<file path="src/inc/silp_pkg.sv">
// Constants, register map and carrier types of the system integration unit.
// Assumes an 8-bit processor-side register port on the bus clock.
package silp_pkg;
  // ==========================================
  // Register addresses
  localparam logic [15:0] ADDR_BREAK_STATUS = 16'hfe00;
  localparam logic [15:0] ADDR_RESET_CAUSE = 16'hfe01;
  localparam logic [15:0] ADDR_BREAK_FLAG_CTRL = 16'hfe03;
  localparam logic [15:0] ADDR_IRQ_STATUS_1 = 16'hfe04;
  localparam logic [15:0] ADDR_IRQ_STATUS_2 = 16'hfe05;
  localparam logic [15:0] ADDR_IRQ_STATUS_3 = 16'hfe06;
  // ==========================================
  // Field positions
  localparam int BREAK_WAKE_BIT = 1;
  localparam int BREAK_CLEAR_EN_BIT = 7;
  localparam int IRQ_COUNT = 16;
  localparam int LOW_FLAG_SHIFT = 2;
  // Reset cause bit positions
  localparam int RC_POR = 7;
  localparam int RC_PIN = 6;
  localparam int RC_WDOG = 5;
  localparam int RC_OPCODE = 4;
  localparam int RC_ADDR = 3;
  localparam int RC_MONITOR = 1;
  localparam int RC_LVI = 0;
  // ==========================================
  // Stop recovery timing in crystal cycles
  localparam int LONG_RECOVERY = 4096;
  localparam int SHORT_RECOVERY = 32;
  localparam int CNT_W = 13;
  // ==========================================
  // Types
  typedef enum logic [1:0] {
    PM_RUN = 2'b00,
    PM_WAIT = 2'b01,
    PM_STOP = 2'b11,
    PM_RECOVER = 2'b10
  } silp_pmode_e;

  typedef struct packed {
    logic por;
    logic pin;
    logic wdog;
    logic bad_opcode;
    logic bad_fetch;
    logic monitor;
    logic low_voltage;
  } silp_rst_cause_s;

  typedef struct packed {
    logic sel;
    logic wr;
    logic [15:0] addr;
    logic [7:0] wdata;
  } silp_reg_req_s;
endpackage : silp_pkg

</file>
<file path="src/hdl/silp_core.sv">
// Interrupt status, break handling, low-power sequencing and reset causes.
// Assumes irq_req and break_req are synchronous to mclk; resets are latched outside.
`timescale 1ns/1ps
`default_nettype none
module silp_core #(
  parameter int LONG_CYCLES = silp_pkg::LONG_RECOVERY,
  parameter int SHORT_CYCLES = silp_pkg::SHORT_RECOVERY
) (
  input wire logic mclk,
  input wire logic srst,
  input wire silp_pkg::silp_reg_req_s reg_req,
  output logic [7:0] reg_rdata,
  input wire logic [silp_pkg::IRQ_COUNT-1:0] irq_req,
  input wire logic break_req,
  input wire logic wait_exec,
  input wire logic stop_exec,
  input wire logic reset_event,
  input wire silp_pkg::silp_rst_cause_s reset_cause_in,
  input wire logic short_stop_recovery,
  input wire logic oscillator_run_in_stop,
  input wire logic watchdog_disable,
  input wire logic two_step_first,
  input wire logic two_step_second,
  output logic cpu_clk_en,
  output logic periph_clk_en,
  output logic osc_en,
  output logic clear_irq_mask,
  output logic force_swi_vector,
  output logic stacking_start,
  output logic flag_clear_allow,
  output logic two_step_clear,
  output logic watchdog_run,
  output logic [silp_pkg::CNT_W-1:0] recovery_count
);
  // ==========================================
  // Register port decode
  logic rd_cause;
  logic wr_bfc;
  logic in_break;
  logic break_clear_enable_ff;
  logic break_wake_flag_ff;
  silp_pkg::silp_rst_cause_s cause_ff;
  silp_pkg::silp_pmode_e pmode_ff;
  logic [silp_pkg::CNT_W-1:0] cnt_ff;
  logic [silp_pkg::CNT_W-1:0] target_ff;
  logic two_step_armed_ff;
  logic [7:0] nxt_rdata;
  logic wake;
  logic recover_done;
  logic exit_by_reset_ff;

  assign rd_cause = reg_req.sel && !reg_req.wr && reg_req.addr == silp_pkg::ADDR_RESET_CAUSE;
  assign wr_bfc = reg_req.sel && reg_req.wr && reg_req.addr == silp_pkg::ADDR_BREAK_FLAG_CTRL;
  assign wake = |irq_req || break_req;

  // ==========================================
  // Read data; status registers have no write path
  always_comb begin
    nxt_rdata = 8'h00;
    unique case (reg_req.addr)
      silp_pkg::ADDR_BREAK_STATUS:
        nxt_rdata[silp_pkg::BREAK_WAKE_BIT] = break_wake_flag_ff;
      silp_pkg::ADDR_RESET_CAUSE: begin
        nxt_rdata[silp_pkg::RC_POR] = cause_ff.por;
        nxt_rdata[silp_pkg::RC_PIN] = cause_ff.pin;
        nxt_rdata[silp_pkg::RC_WDOG] = cause_ff.wdog;
        nxt_rdata[silp_pkg::RC_OPCODE] = cause_ff.bad_opcode;
        nxt_rdata[silp_pkg::RC_ADDR] = cause_ff.bad_fetch;
        nxt_rdata[silp_pkg::RC_MONITOR] = cause_ff.monitor;
        nxt_rdata[silp_pkg::RC_LVI] = cause_ff.low_voltage;
      end
      silp_pkg::ADDR_BREAK_FLAG_CTRL:
        nxt_rdata[silp_pkg::BREAK_CLEAR_EN_BIT] = break_clear_enable_ff;
      silp_pkg::ADDR_IRQ_STATUS_1:
        nxt_rdata = {irq_req[5:0], 2'b00};
      silp_pkg::ADDR_IRQ_STATUS_2:
        nxt_rdata = irq_req[13:6];
      silp_pkg::ADDR_IRQ_STATUS_3:
        nxt_rdata = {6'h00, irq_req[15:14]};
      default: nxt_rdata = 8'h00;
    endcase
  end

  always_ff @(posedge mclk) begin
    if (srst) begin
      reg_rdata <= 8'h00;
    end else begin
      reg_rdata <= nxt_rdata;
    end
  end

  // ==========================================
  // Break clear enable
  always_ff @(posedge mclk) begin
    if (srst) begin
      break_clear_enable_ff <= 1'b0;
    end else if (wr_bfc) begin
      break_clear_enable_ff <= reg_req.wdata[silp_pkg::BREAK_CLEAR_EN_BIT];
    end
  end

  // ==========================================
  // Reset cause register, set wins over read clear
  always_ff @(posedge mclk) begin
    if (srst) begin
      cause_ff <= '0;
    end else if (reset_event && reset_cause_in.por) begin
      cause_ff <= reset_cause_in;
    end else if (reset_event) begin
      cause_ff <= (rd_cause ? '0 : cause_ff) | reset_cause_in;
    end else if (rd_cause) begin
      cause_ff <= '0;
    end
  end

  // ==========================================
  // Break state and flag protection
  assign in_break = break_req && !reset_event;
  assign force_swi_vector = in_break;
  assign flag_clear_allow = !in_break || break_clear_enable_ff;

  always_ff @(posedge mclk) begin
    if (srst) begin
      two_step_armed_ff <= 1'b0;
    end else if (two_step_first) begin
      two_step_armed_ff <= 1'b1;
    end else if (two_step_clear) begin
      two_step_armed_ff <= 1'b0;
    end
  end
  assign two_step_clear = two_step_armed_ff && two_step_second && flag_clear_allow;

  // ==========================================
  // Low-power sequencing
  always_ff @(posedge mclk) begin
    if (srst) begin
      pmode_ff <= silp_pkg::PM_RUN;
      cnt_ff <= '0;
      target_ff <= '0;
    end else begin
      unique case (pmode_ff)
        silp_pkg::PM_RUN: begin
          cnt_ff <= cnt_ff + 1'b1;
          if (stop_exec) begin
            pmode_ff <= silp_pkg::PM_STOP;
            cnt_ff <= '0;
          end else if (wait_exec) begin
            pmode_ff <= silp_pkg::PM_WAIT;
          end
        end
        silp_pkg::PM_WAIT: begin
          cnt_ff <= cnt_ff + 1'b1;
          if (wake || reset_event) begin
            pmode_ff <= silp_pkg::PM_RUN;
          end
        end
        silp_pkg::PM_STOP: begin
          cnt_ff <= '0;
          if (reset_event) begin
            pmode_ff <= silp_pkg::PM_RECOVER;
            target_ff <= silp_pkg::CNT_W'(LONG_CYCLES);
          end else if (wake) begin
            pmode_ff <= silp_pkg::PM_RECOVER;
            target_ff <= short_stop_recovery ? silp_pkg::CNT_W'(SHORT_CYCLES)
                                             : silp_pkg::CNT_W'(LONG_CYCLES);
          end
        end
        silp_pkg::PM_RECOVER: begin
          cnt_ff <= cnt_ff + 1'b1;
          if (cnt_ff == target_ff - 1'b1) begin
            pmode_ff <= silp_pkg::PM_RUN;
          end
        end
      endcase
    end
  end

  assign recovery_count = cnt_ff;
  assign clear_irq_mask = wait_exec || stop_exec;
  assign cpu_clk_en = pmode_ff == silp_pkg::PM_RUN && !wait_exec && !stop_exec;
  assign periph_clk_en = pmode_ff == silp_pkg::PM_RUN || pmode_ff == silp_pkg::PM_WAIT;
  assign osc_en = pmode_ff != silp_pkg::PM_STOP || oscillator_run_in_stop;
  assign watchdog_run = !watchdog_disable && pmode_ff != silp_pkg::PM_STOP;
  assign recover_done = pmode_ff == silp_pkg::PM_RECOVER && cnt_ff == target_ff - 1'b1;
  assign stacking_start = !reset_event && ((pmode_ff == silp_pkg::PM_WAIT && |irq_req)
    || (recover_done && !exit_by_reset_ff));

  // ==========================================
  // Stop exit cause; a reset exit stacks nothing
  always_ff @(posedge mclk) begin
    if (srst) begin
      exit_by_reset_ff <= 1'b0;
    end else if (pmode_ff == silp_pkg::PM_STOP && reset_event) begin
      exit_by_reset_ff <= 1'b1;
    end else if (pmode_ff == silp_pkg::PM_STOP && wake) begin
      exit_by_reset_ff <= 1'b0;
    end
  end

  // ==========================================
  // Break wake flag
  always_ff @(posedge mclk) begin
    if (srst) begin
      break_wake_flag_ff <= 1'b0;
    end else if (pmode_ff == silp_pkg::PM_WAIT && break_req) begin
      break_wake_flag_ff <= 1'b1;
    end else if (pmode_ff == silp_pkg::PM_WAIT && wake) begin
      break_wake_flag_ff <= 1'b0;
    end
  end

  // ==========================================
  // Checks
  irq_map_a: assert property (@(posedge mclk) disable iff (srst)
    reg_req.addr == silp_pkg::ADDR_IRQ_STATUS_3 |=> reg_rdata[7:2] == 6'h00)
    else $error("irq status 3 upper bits not zero");
  low_bits_a: assert property (@(posedge mclk) disable iff (srst)
    reg_req.addr == silp_pkg::ADDR_IRQ_STATUS_1 |=> reg_rdata[1:0] == 2'b00)
    else $error("irq status 1 low bits not zero");
  flag_track_a: assert property (@(posedge mclk) disable iff (srst)
    reg_req.addr == silp_pkg::ADDR_IRQ_STATUS_2 |=> reg_rdata == $past(irq_req[13:6]))
    else $error("irq status 2 does not track requests");
  cause_clear_a: assert property (@(posedge mclk) disable iff (srst)
    rd_cause && !reset_event |=> cause_ff == '0)
    else $error("reset cause not cleared by read");
  por_only_a: assert property (@(posedge mclk) disable iff (srst)
    reset_event && reset_cause_in.por |=> cause_ff == $past(reset_cause_in))
    else $error("power-on did not clear other causes");
  stop_hold_a: assert property (@(posedge mclk) disable iff (srst)
    pmode_ff == silp_pkg::PM_STOP |=> cnt_ff == '0)
    else $error("counter not held in stop");
  reset_long_a: assert property (@(posedge mclk) disable iff (srst)
    pmode_ff == silp_pkg::PM_STOP && reset_event
    |=> target_ff == silp_pkg::CNT_W'(LONG_CYCLES))
    else $error("reset stop exit not long");
  recover_clk_a: assert property (@(posedge mclk) disable iff (srst)
    pmode_ff == silp_pkg::PM_RECOVER |-> !cpu_clk_en && !periph_clk_en)
    else $error("clocks active during recovery");
  break_prot_a: assert property (@(posedge mclk) disable iff (srst)
    in_break && !break_clear_enable_ff |-> !flag_clear_allow && !two_step_clear)
    else $error("flag clear allowed in protected break");
  mask_clr_a: assert property (@(posedge mclk) disable iff (srst)
    stop_exec |-> clear_irq_mask && !cpu_clk_en)
    else $error("low-power entry did not gate clock");

  swi_force_a: assert property (@(posedge mclk) disable iff (srst)
    break_req && !reset_event
    |-> force_swi_vector)
    else $error("break did not force software interrupt vector");

  reset_prio_a: assert property (@(posedge mclk) disable iff (srst)
    reset_event
    |-> !force_swi_vector && !stacking_start)
    else $error("interrupt activity during reset");

  break_open_a: assert property (@(posedge mclk) disable iff (srst)
    in_break && break_clear_enable_ff
    |-> flag_clear_allow)
    else $error("enabled clear blocked in break");

  run_clear_a: assert property (@(posedge mclk) disable iff (srst)
    !in_break
    |-> flag_clear_allow)
    else $error("flag clear blocked outside break");

  two_step_a: assert property (@(posedge mclk) disable iff (srst)
    two_step_clear
    |-> flag_clear_allow && two_step_armed_ff)
    else $error("two-step clear without armed first step");

  wait_stay_a: assert property (@(posedge mclk) disable iff (srst)
    pmode_ff == silp_pkg::PM_WAIT && !wake && !reset_event
    |=> pmode_ff == silp_pkg::PM_WAIT)
    else $error("wait left without interrupt or reset");

  stop_stay_a: assert property (@(posedge mclk) disable iff (srst)
    pmode_ff == silp_pkg::PM_STOP && !wake && !reset_event
    |=> pmode_ff == silp_pkg::PM_STOP)
    else $error("stop left without interrupt or reset");

  wait_clk_a: assert property (@(posedge mclk) disable iff (srst)
    pmode_ff == silp_pkg::PM_WAIT
    |-> !cpu_clk_en && periph_clk_en)
    else $error("wait clock gating wrong");

  wait_stack_a: assert property (@(posedge mclk) disable iff (srst)
    pmode_ff == silp_pkg::PM_WAIT && |irq_req && !reset_event
    |-> stacking_start)
    else $error("wait wake did not start stacking");

  wdog_wait_a: assert property (@(posedge mclk) disable iff (srst)
    pmode_ff == silp_pkg::PM_WAIT
    |-> watchdog_run == !watchdog_disable)
    else $error("watchdog state wrong in wait");

  stop_gate_a: assert property (@(posedge mclk) disable iff (srst)
    pmode_ff == silp_pkg::PM_STOP
    |-> !cpu_clk_en && !periph_clk_en && osc_en == oscillator_run_in_stop)
    else $error("stop clock gating wrong");

  short_pick_a: assert property (@(posedge mclk) disable iff (srst)
    pmode_ff == silp_pkg::PM_STOP && wake && !reset_event && short_stop_recovery
    |=> target_ff == silp_pkg::CNT_W'(SHORT_CYCLES))
    else $error("short recovery not selected");

  long_pick_a: assert property (@(posedge mclk) disable iff (srst)
    pmode_ff == silp_pkg::PM_STOP && wake && !reset_event && !short_stop_recovery
    |=> target_ff == silp_pkg::CNT_W'(LONG_CYCLES))
    else $error("long recovery not selected");

  early_stack_a: assert property (@(posedge mclk) disable iff (srst)
    pmode_ff == silp_pkg::PM_RECOVER && !recover_done
    |-> !stacking_start)
    else $error("stacking before recovery elapsed");

  rec_done_a: assert property (@(posedge mclk) disable iff (srst)
    recover_done
    |=> pmode_ff == silp_pkg::PM_RUN)
    else $error("recovery did not end in run");

  rec_count_a: assert property (@(posedge mclk) disable iff (srst)
    pmode_ff == silp_pkg::PM_RECOVER && !recover_done
    |=> pmode_ff == silp_pkg::PM_RECOVER && cnt_ff == $past(cnt_ff) + 1'b1)
    else $error("recovery counter did not advance");

  wake_flag_a: assert property (@(posedge mclk) disable iff (srst)
    pmode_ff == silp_pkg::PM_WAIT && break_req
    |=> break_wake_flag_ff)
    else $error("break wake flag not set");

  wdog_cause_a: assert property (@(posedge mclk) disable iff (srst)
    reset_event && reset_cause_in.wdog
    |=> cause_ff.wdog)
    else $error("watchdog cause not flagged");

  lvi_cause_a: assert property (@(posedge mclk) disable iff (srst)
    reset_event && reset_cause_in.low_voltage
    |=> cause_ff.low_voltage)
    else $error("low-voltage cause not flagged");

  status1_a: assert property (@(posedge mclk) disable iff (srst)
    reg_req.addr == silp_pkg::ADDR_IRQ_STATUS_1
    |=> reg_rdata[7:2] == $past(irq_req[5:0]))
    else $error("irq status 1 does not track requests");

  status3_a: assert property (@(posedge mclk) disable iff (srst)
    reg_req.addr == silp_pkg::ADDR_IRQ_STATUS_3
    |=> reg_rdata[1:0] == $past(irq_req[15:14]))
    else $error("irq status 3 does not track requests");
endmodule : silp_core
`default_nettype wire

</file>
<file path="config.mk">
export PLATFORM = sky130hd
export DESIGN_NAME = silp_core
export DESIGN_NICKNAME = d
export VERILOG_FILES = /design/src/inc/silp_pkg.sv /design/src/hdl/silp_core.sv
export SDC_FILE = /design/constraint.sdc
export NUM_CORES = 1
export LEC_CHECK = 0
export BUFFER_PORTS_ARGS = -buffer_cell sky130_fd_sc_hd__buf_4
export CAP_MARGIN = 5
export CORE_MARGIN = 1
export CORE_UTILIZATION = 40
export DETAILED_ROUTE_END_ITERATION = 8
export GPL_TIMING_DRIVEN = 0
export PLACE_DENSITY = 0.72
export SLEW_MARGIN = 15
export SYNTH_ARGS = -nofsm -noshare
export SYNTH_HDL_FRONTEND = slang
export SYNTH_SLANG_ARGS = --single-unit
</file>
<file path="constraint.sdc">
create_clock -name mclk -period 2.85 [get_ports mclk]
set_clock_uncertainty 0.2 [all_clocks]
set_input_delay 0.57 -clock mclk [delete_from_list [all_inputs] [get_ports mclk]]
set_output_delay 0.57 -clock mclk [all_outputs]
set_load 0.005 [all_outputs]
</file>
==> results by group, run 1 <==
Outcome
  – Status: completed

Global route
  – Initial antenna violation count: 0
  – First-pass GRT wire length: 6989 um
  – Largest net degree at the start of global routing: 11
  – GR Overflow Total: 0
  – GRT Total Usage: 20.43%
  – Vias in the first global route: 1590

Hold path
  – Hold Crit Class: register to register
  – Hold Path Stages: 2
  – Worst hold path startpoint: cause_ff[6]
  – Min-Delay Endpoint: cause_ff[6]

CTS
  – Total CTS buffers: 5
  – Htree depth: 2
  – CTS sink count: 36
  – CTS tree: done
  – Post-CTS setup buffers: 0
  – Clk slew on worst S/H paths: 0.07 ns
  – Latest clock arrival within the worst-skew pair: 0.29 ns
  – CTS Buffer Depth: 2
  – CTS Root Cell: clkbuf_8

Synthesis
  – Top-count cell post-synth: nor2_1
  – Seq/Total Area, Yosys: 40.88%
  – Yosys top cell area share: 40.88%
  – Post-Syn Nets: 270
  – Synth top area cells: dfxtp_1 41%, nor2_1 7.9%, a22oi_1 5.1%
  – Top FF cell, synth: dfxtp_1
  – Synth cell types: 40
  – Synth Area per Inst: 8.600 um2
  – Yosys synthesis warning count: 0
  – Commonest cells post-synth: 37 x nor2_1, 36 x dfxtp_1, 12 x a22oi_1
  – Post-Syn Area: 0.001763 mm2
  – Synth area leader: dfxtp_1
  – Post-synth EDFFs: 0
  – Async set-reset flop share out of synthesis: 0%
  – Syn Inst Count: 205
  – Yosys reg bits: 36

Cells and area
  – Synthesis-to-layout area growth: 43.51%
  – Design Area, Final: 0.002530 mm2
  – Area of the multi-input gates: 996.0 um2
  – # fillers: 369
  – Register area: 720.7 um2
  – Fin nets: 358
  – Non-Filler Instances: 344
  – Fin util: 61.48%
  – Ant. Diodes: 0
  – Ratio of cells with drive above 1 in the final layout: 32.65%

Route
  – DRT iter0 DRCs: 89
  – DR DRC count: 0
  – Via density: 5.320
  – Post-route ant nets: 0
  – Vias: 1830
  – WL final: 4610 um
  – DR WL/cell: 13.40 um
  – Pre-antenna DRT Iters: 4

Place
  – Place WS: -0.04038 ns
  – Post-detail-place hpwl: 3579 um
  – PortBufs: 81
  – GPL Wtd Cong: 0.7992
  – Placed Instances: 336
  – Dpl cell area: 0.002434 mm2

Critical path
  – Top cell by count, worst path: a21oi_1
  – CP max stage delay: 0.54 ns
  – CP max stage cell: or4b_1
  – CP Capture Type: output pin
  – Arrival time of the worst setup path: 1.92 ns
  – CP Launch Type: register
  – CP Max Fanout: 6
  – Reg2Reg Depth: 5
  – Worst r2r src: recovery_count[9]
  – Critical path class: register to output pin
  – Worst-path cell chain: or4b_1 > a21bo_1 > a21oi_1 > nand3b_1 > a21oi_1 > buf_4
  – Reg2Reg Setup Slack: 0.51 ns
  – Reg-to-reg endpoint: pmode_ff[1]
  – CP Data Required Time: 2.08 ns

STA
  – Final Critical Period: 2.690 ns
  – RSZ-0062 raised after global routing: false
  – Endpoints failing setup: 0
  – Period utilization: 94.39%
  – Max_slew headroom: 59.43%
  – Worst-margin pin slew: 0.6039 ns
  – Pins Over Slew Limit: 0
  – Final worst slack: 0.1600 ns
  – Highest clock rate: 0.3717 GHz
  – Final hold vios: 0

Floorplan
  – Die W: 68.39 um
  – Core Area: 0.004115 mm2
  – Initial core utilization: 42.84%
  – Die area: 0.004677 mm2
  – # IOs: 90
  – FP Rows: 23
  – Chip Height: 68.39 um

Power
  – Pwr Total: 1261 uW
  – Pwr Density: 498.6 mW/mm2
  – Leakage: 0.001045 uW
  – Worst vdd ir: 0.0002476 V

Flow run
  – Maxcap violations: 0
registers in the layout, indices dropped and copies added, names as in the netlist:
signal,count
target_ff,2
two_step_armed_ff,1
pmode_ff,2
reg_rdata,8
break_clear_enable_ff,1
exit_by_reset_ff,1
cause_ff,7
break_wake_flag_ff,1
recovery_count,13
logic make-up after synthesis:
| family | Yosys count | synth area share (%) |
|---|---|---|
| buf+inv | 14 | 2.981 |
| compound gates | 35 | 14.34 |
| flops | 36 | 40.88 |
| xor+xnor | 11 | 5.465 |
| simple gates | 95 | 27.40 |
| fa+ha+maj | 5 | 3.549 |
| mux | 9 | 5.394 |
report_power, final:
group / internal, uW / total (uW) / switching, uW
combinational: 170 / 330 / 160
sequential: 537 / 563 / 26.3
clock: 197 / 368 / 171
total: 904 / 1260 / 358
per-layer routing:
| metal | track usage [%] | vias up | wire length (um) |
|---|---|---|---|
| li1 | - | 918 | - |
| met1 | 26.39 | 827 | 2085 |
| met2 | 32.48 | 78 | 2154 |
| met3 | 5.500 | 7 | 309 |
| met4 | 7.031 | 0 | 60 |
| met5 | 0 | - | 0 |
what timing repair did:
| action | 4_1_cts | 5_1_grt |
|---|---|---|
| gates resized for setup | 0 | 1 |
| endpoints found under the setup margin | 0 | 2 |
| hold buffers | 0 | 0 |
worst max-delay path, delay by kind of cell (launching register included):
family | cells | cell delay, ns
AO/OA/AOI/OAI | 3 | 0.50
buffers and inverters | 1 | 0.13
flip-flops | 1 | 0.38
AND/OR/NAND/NOR | 2 | 0.63
worst max-delay path by stage:
stage	from	endpoint	slack [ns]	cells after the start
floorplan	reg_req[11]	reg_rdata[3]	0.50	5
global placement	reg_req[11]	reg_rdata[3]	-0.07	6
detailed placement	reg_req[11]	reg_rdata[3]	-0.04	6
CTS	recovery_count[8]	stacking_start	0.16	6
global route	recovery_count[0]	stacking_start	0.05	7
finish	recovery_count[9]	stacking_start	0.16	6
layout make-up:
| cell class | count | area share [%] |
|---|---|---|
| Multi-Input combinational cell | 155 | 39.37 |
| Inverter | 7 | 1.039 |
| Clock buffer | 8 | 3.561 |
| Timing Repair Buffer | 81 | 24.04 |
| Buffer | 7 | 1.039 |
| Tap cell | 50 | 2.473 |
| Sequential cell | 36 | 28.49 |
stage by stage:
| step | hold WS, ns | setup TNS, ns |
|---|---|---|
| after global routing | 0.2844 | 0 |
| after floorplan | 0.2418 | 0 |
| final | 0.2649 | 0 |
| after detailed placement | 0.2538 | -0.07727 |
| after CTS | 0.2634 | 0 |
| after global placement | 0.2523 | -0.2631 |
placed cells by master (no fill, tap or decap), drive strengths merged, types with 2 or more instances in the layout:
cell	count
a21oi	9
a22oi	12
and3	3
and4	2
buf	84
clkbuf	12
dfxtp	36
ha	5
inv	7
mux2	4
mux2i	5
nand2	8
nand2b	3
nand3	9
nand4	4
nor2	37
nor2b	2
nor3	6
nor4	9
o21ai	2
o31ai	3
or2	2
or3	2
or4	3
xnor2	7
xor2	4
No activity file was read; power rests on OpenSTA's default activity.
==> inputs of run 2 (changes only) <==
- ABC_AREA: default -> 1
- CAP_MARGIN: 5 -> 20
- PLACE_DENSITY: 0.72 -> 0.69
==> run 2 against run 1 <==
Critical path depth grew 2. Combinational power grew 27%. Via count grew 24%. Non-clock buffer count shrank 2. Wire length grew 12%. Count of clock-buffer cells in the layout shrank 3. Final cell count grew 40%. Setup slack gained 0.15 ns. Cell area grew 13%. Clock power shrank 4%. Critical endpoint unchanged. Highest routed layer unchanged.
==> results by group, run 2 <==
Synthesis
  – Multiplexer share of the synthesized area: 0%
  – Largest family of logic cells by synthesized area: simple AND/OR/NAND/NOR gates
  – Post-Syn Nets: 391
  – Synth Area in XOR/XNOR: 0.4214%
  – Seq/Total Area, Yosys: 34.68%
  – Adder-cell share of the synthesized area: 3.010%
  – Async set-reset flop share out of synthesis: 0%
  – Yosys reg bits: 36
  – Synth Area in Simple Gates: 42.69%
  – Synth cell types: 28
  – Yosys synthesis warning count: 0
  – Top FF cell, synth: dfxtp_1
  – Yosys top cell area share: 34.68%
  – Post-Syn Area: 0.002078 mm2
  – Synth Area per Inst: 6.375 um2
  – Post-synth EDFFs: 0
  – Syn Inst Count: 326
  – Synth top area cells: dfxtp_1 35%, nand2_1 14%, nor2_1 9.8%
  – Synth area leader: dfxtp_1
  – Synth Area in Compound Gates: 8.489%
  – Commonest cells post-synth: 77 x nand2_1, 54 x nor2_1, 51 x inv_1
  – Top-count cell post-synth: nand2_1

Cells and area
  – Fin nets: 479
  – Most common cell after layout, fill and taps aside: buf_4
  – Synthesis-to-layout area growth: 37.51%
  – Non-Filler Instances: 482
  – # fillers: 487
  – Register area: 720.7 um2
  – Ratio of cells with drive above 1 in the final layout: 26.02%
  – Ant. Diodes: 0
  – Most frequent cells in the layout: 82 x buf_4, 77 x nand2_1, 54 x nor2_1
  – Largest register FFs: 13
  – Area of the multi-input gates: 0.001135 mm2

Global route
  – GRT Total Usage: 20.12%
  – Largest net degree at the start of global routing: 13
  – First-pass GRT wire length: 8493 um
  – Vias in the first global route: 1966
  – GR Overflow Total: 0
  – Initial antenna violation count: 0

Hold path
  – Min-Delay Endpoint: recovery_count[0]
  – Hold Crit Class: register to register
  – Hold Path Stages: 1
  – Worst hold path startpoint: recovery_count[0]

Power
  – Pwr Total: 1352 uW
  – Pwr Density: 473.1 mW/mm2
  – Leakage: 0.001412 uW
  – Worst vdd ir: 0.0003179 V

Critical path
  – Worst-path cell chain: ha_1 > nand2_1 > nor2_4 > nand3_1 > nor2_1 > nand3b_1 > a21oi_1 > buf_4
  – CP max stage delay: 0.38 ns
  – CP Data Required Time: 2.08 ns
  – Reg2Reg Depth: 6
  – CP Capture Type: output pin
  – Critical path class: register to output pin
  – CP Launch Type: register
  – CP Max Fanout: 6
  – Worst r2r src: pmode_ff[0]
  – Reg-to-reg endpoint: recovery_count[7]
  – Reg2Reg Setup Slack: 0.90 ns
  – Arrival time of the worst setup path: 1.77 ns
  – Crit path buf inv count: 1
  – CP top delay family: simple AND/OR/NAND/NOR gates
  – CP max stage cell: dfxtp_1

Place
  – Placed Instances: 474
  – PortBufs: 81
  – Post-detail-place hpwl: 4171 um
  – GPL Wtd Cong: 0.9248

STA
  – Final hold slack: 0.2655 ns
  – RSZ-0062 raised after global routing: false
  – Pins Over Slew Limit: 0
  – Final Critical Period: 2.543 ns
  – Period utilization: 89.22%
  – Highest clock rate: 0.3933 GHz
  – Final setup TNS: 0 ns
  – Max_slew headroom: 68.19%
  – Final hold vios: 0
  – Worst-margin pin slew: 0.4746 ns
  – Endpoints failing setup: 0

Route
  – DR DRC count: 0
  – Pre-antenna DRT Iters: 4
  – DR WL/cell: 10.72 um
  – M1 wire length: 2453 um
  – WL final: 5168 um
  – Vias: 2263
  – Via density: 4.695
  – Post-route ant nets: 0
  – WL met2: 2450 um
  – DR WL met3: 228 um
  – Highest metal layer with signal wires: met4
  – DRT iter0 DRCs: 126

CTS
  – CTS Buffer Depth: 2
  – Latest clock arrival within the worst-skew pair: 0.29 ns
  – Total CTS buffers: 5
  – CTS Hold Bufs: 0
  – CTS tree: done
  – Post-CTS setup buffers: 0
  – Clk slew on worst S/H paths: 0.07 ns
  – Post-CTS sizing: 0
  – CTS sink count: 36
  – Htree depth: 2
  – CTS Root Cell: clkbuf_8

Floorplan
  – Core Area: 0.004848 mm2
  – Chip Height: 74.08 um
  – Die W: 74.08 um
  – Die area: 0.005488 mm2
  – Initial core utilization: 42.86%
  – FP Rows: 25
  – # IOs: 90

Outcome
  – Status: completed

Flow run
  – Maxcap violations: 0
run 2: cell count changes after synthesis, moves of 4 or more:
cell | previous run | this run
nand2_1 | 8 | 77
inv_1 | 7 | 51
nand3_1 | 9 | 39
nor2_1 | 37 | 54
a21oi_1 | 9 | 21
a22oi_1 | 12 | 0
nor4_1 | 9 | 0
xnor2_1 | 7 | 0
mux2i_1 | 5 | 0
nor3_1 | 6 | 1
o21ai_0 | 2 | 7
mux2_2 | 4 | 0
nor2_2 | 0 | 4
nor2_4 | 0 | 4
run 2: cells by family (layout without fill, tap and decap cells):
logic type	Yosys count	count (layout)
compound gates	32	32
xor+xnor	1	1
fa+ha+maj	5	5
buf+inv	56	145
flops	36	36
simple gates	196	196
run 2: final cells by class:
cell class	count	share of cell area, %
well taps	67	2.933
repair buffers	81	21.28
inverters	51	6.699
flip-flops and latches	36	25.22
clock buffers	5	2.408
multi-input cells	234	39.71
clock inverters	3	0.6567
plain buffers	5	1.095
run 2: where the power goes:
| part | internal (uW) | switching (uW) | total [uW] |
|---|---|---|---|
| sequential | 546 | 35.6 | 581 |
| clock | 170 | 183 | 353 |
| combinational | 188 | 230 | 418 |
run 2: how the worst max path moves through the flow:
| stage | cells past startpoint | to | startpoint |
|---|---|---|---|
| 2_1_floorplan | 7 | stacking_start | recovery_count[0] |
| 3_3_place_gp | 8 | stacking_start | recovery_count[0] |
| 3_5_place_dp | 8 | stacking_start | irq_req[11] |
| 4_1_cts | 8 | stacking_start | recovery_count[0] |
| 5_1_grt | 8 | stacking_start | recovery_count[0] |
| 6_report | 8 | stacking_start | recovery_count[0] |
run 2: per-layer routing:
metal  GRT usage (%)  vias to the layer above
met3           4.201                        5
met5               0                        -
met4           5.128                        0
li1                -                     1206
met2           34.34                       57
met1           25.79                      995
run 2: through the flow:
| step | cell area, um2 | utilization, % | setup slack [ns] |
|---|---|---|---|
| floorplan | 2078 | - | 0.8945 |
| global placement | 2770 | 57.14 | 0.6295 |
| detailed placement | 2770 | 57.14 | 0.6213 |
| CTS | 2858 | 58.94 | 0.2836 |
| global route | 2858 | 58.94 | 0.1499 |
| finish | 2858 | 58.94 | 0.3072 |
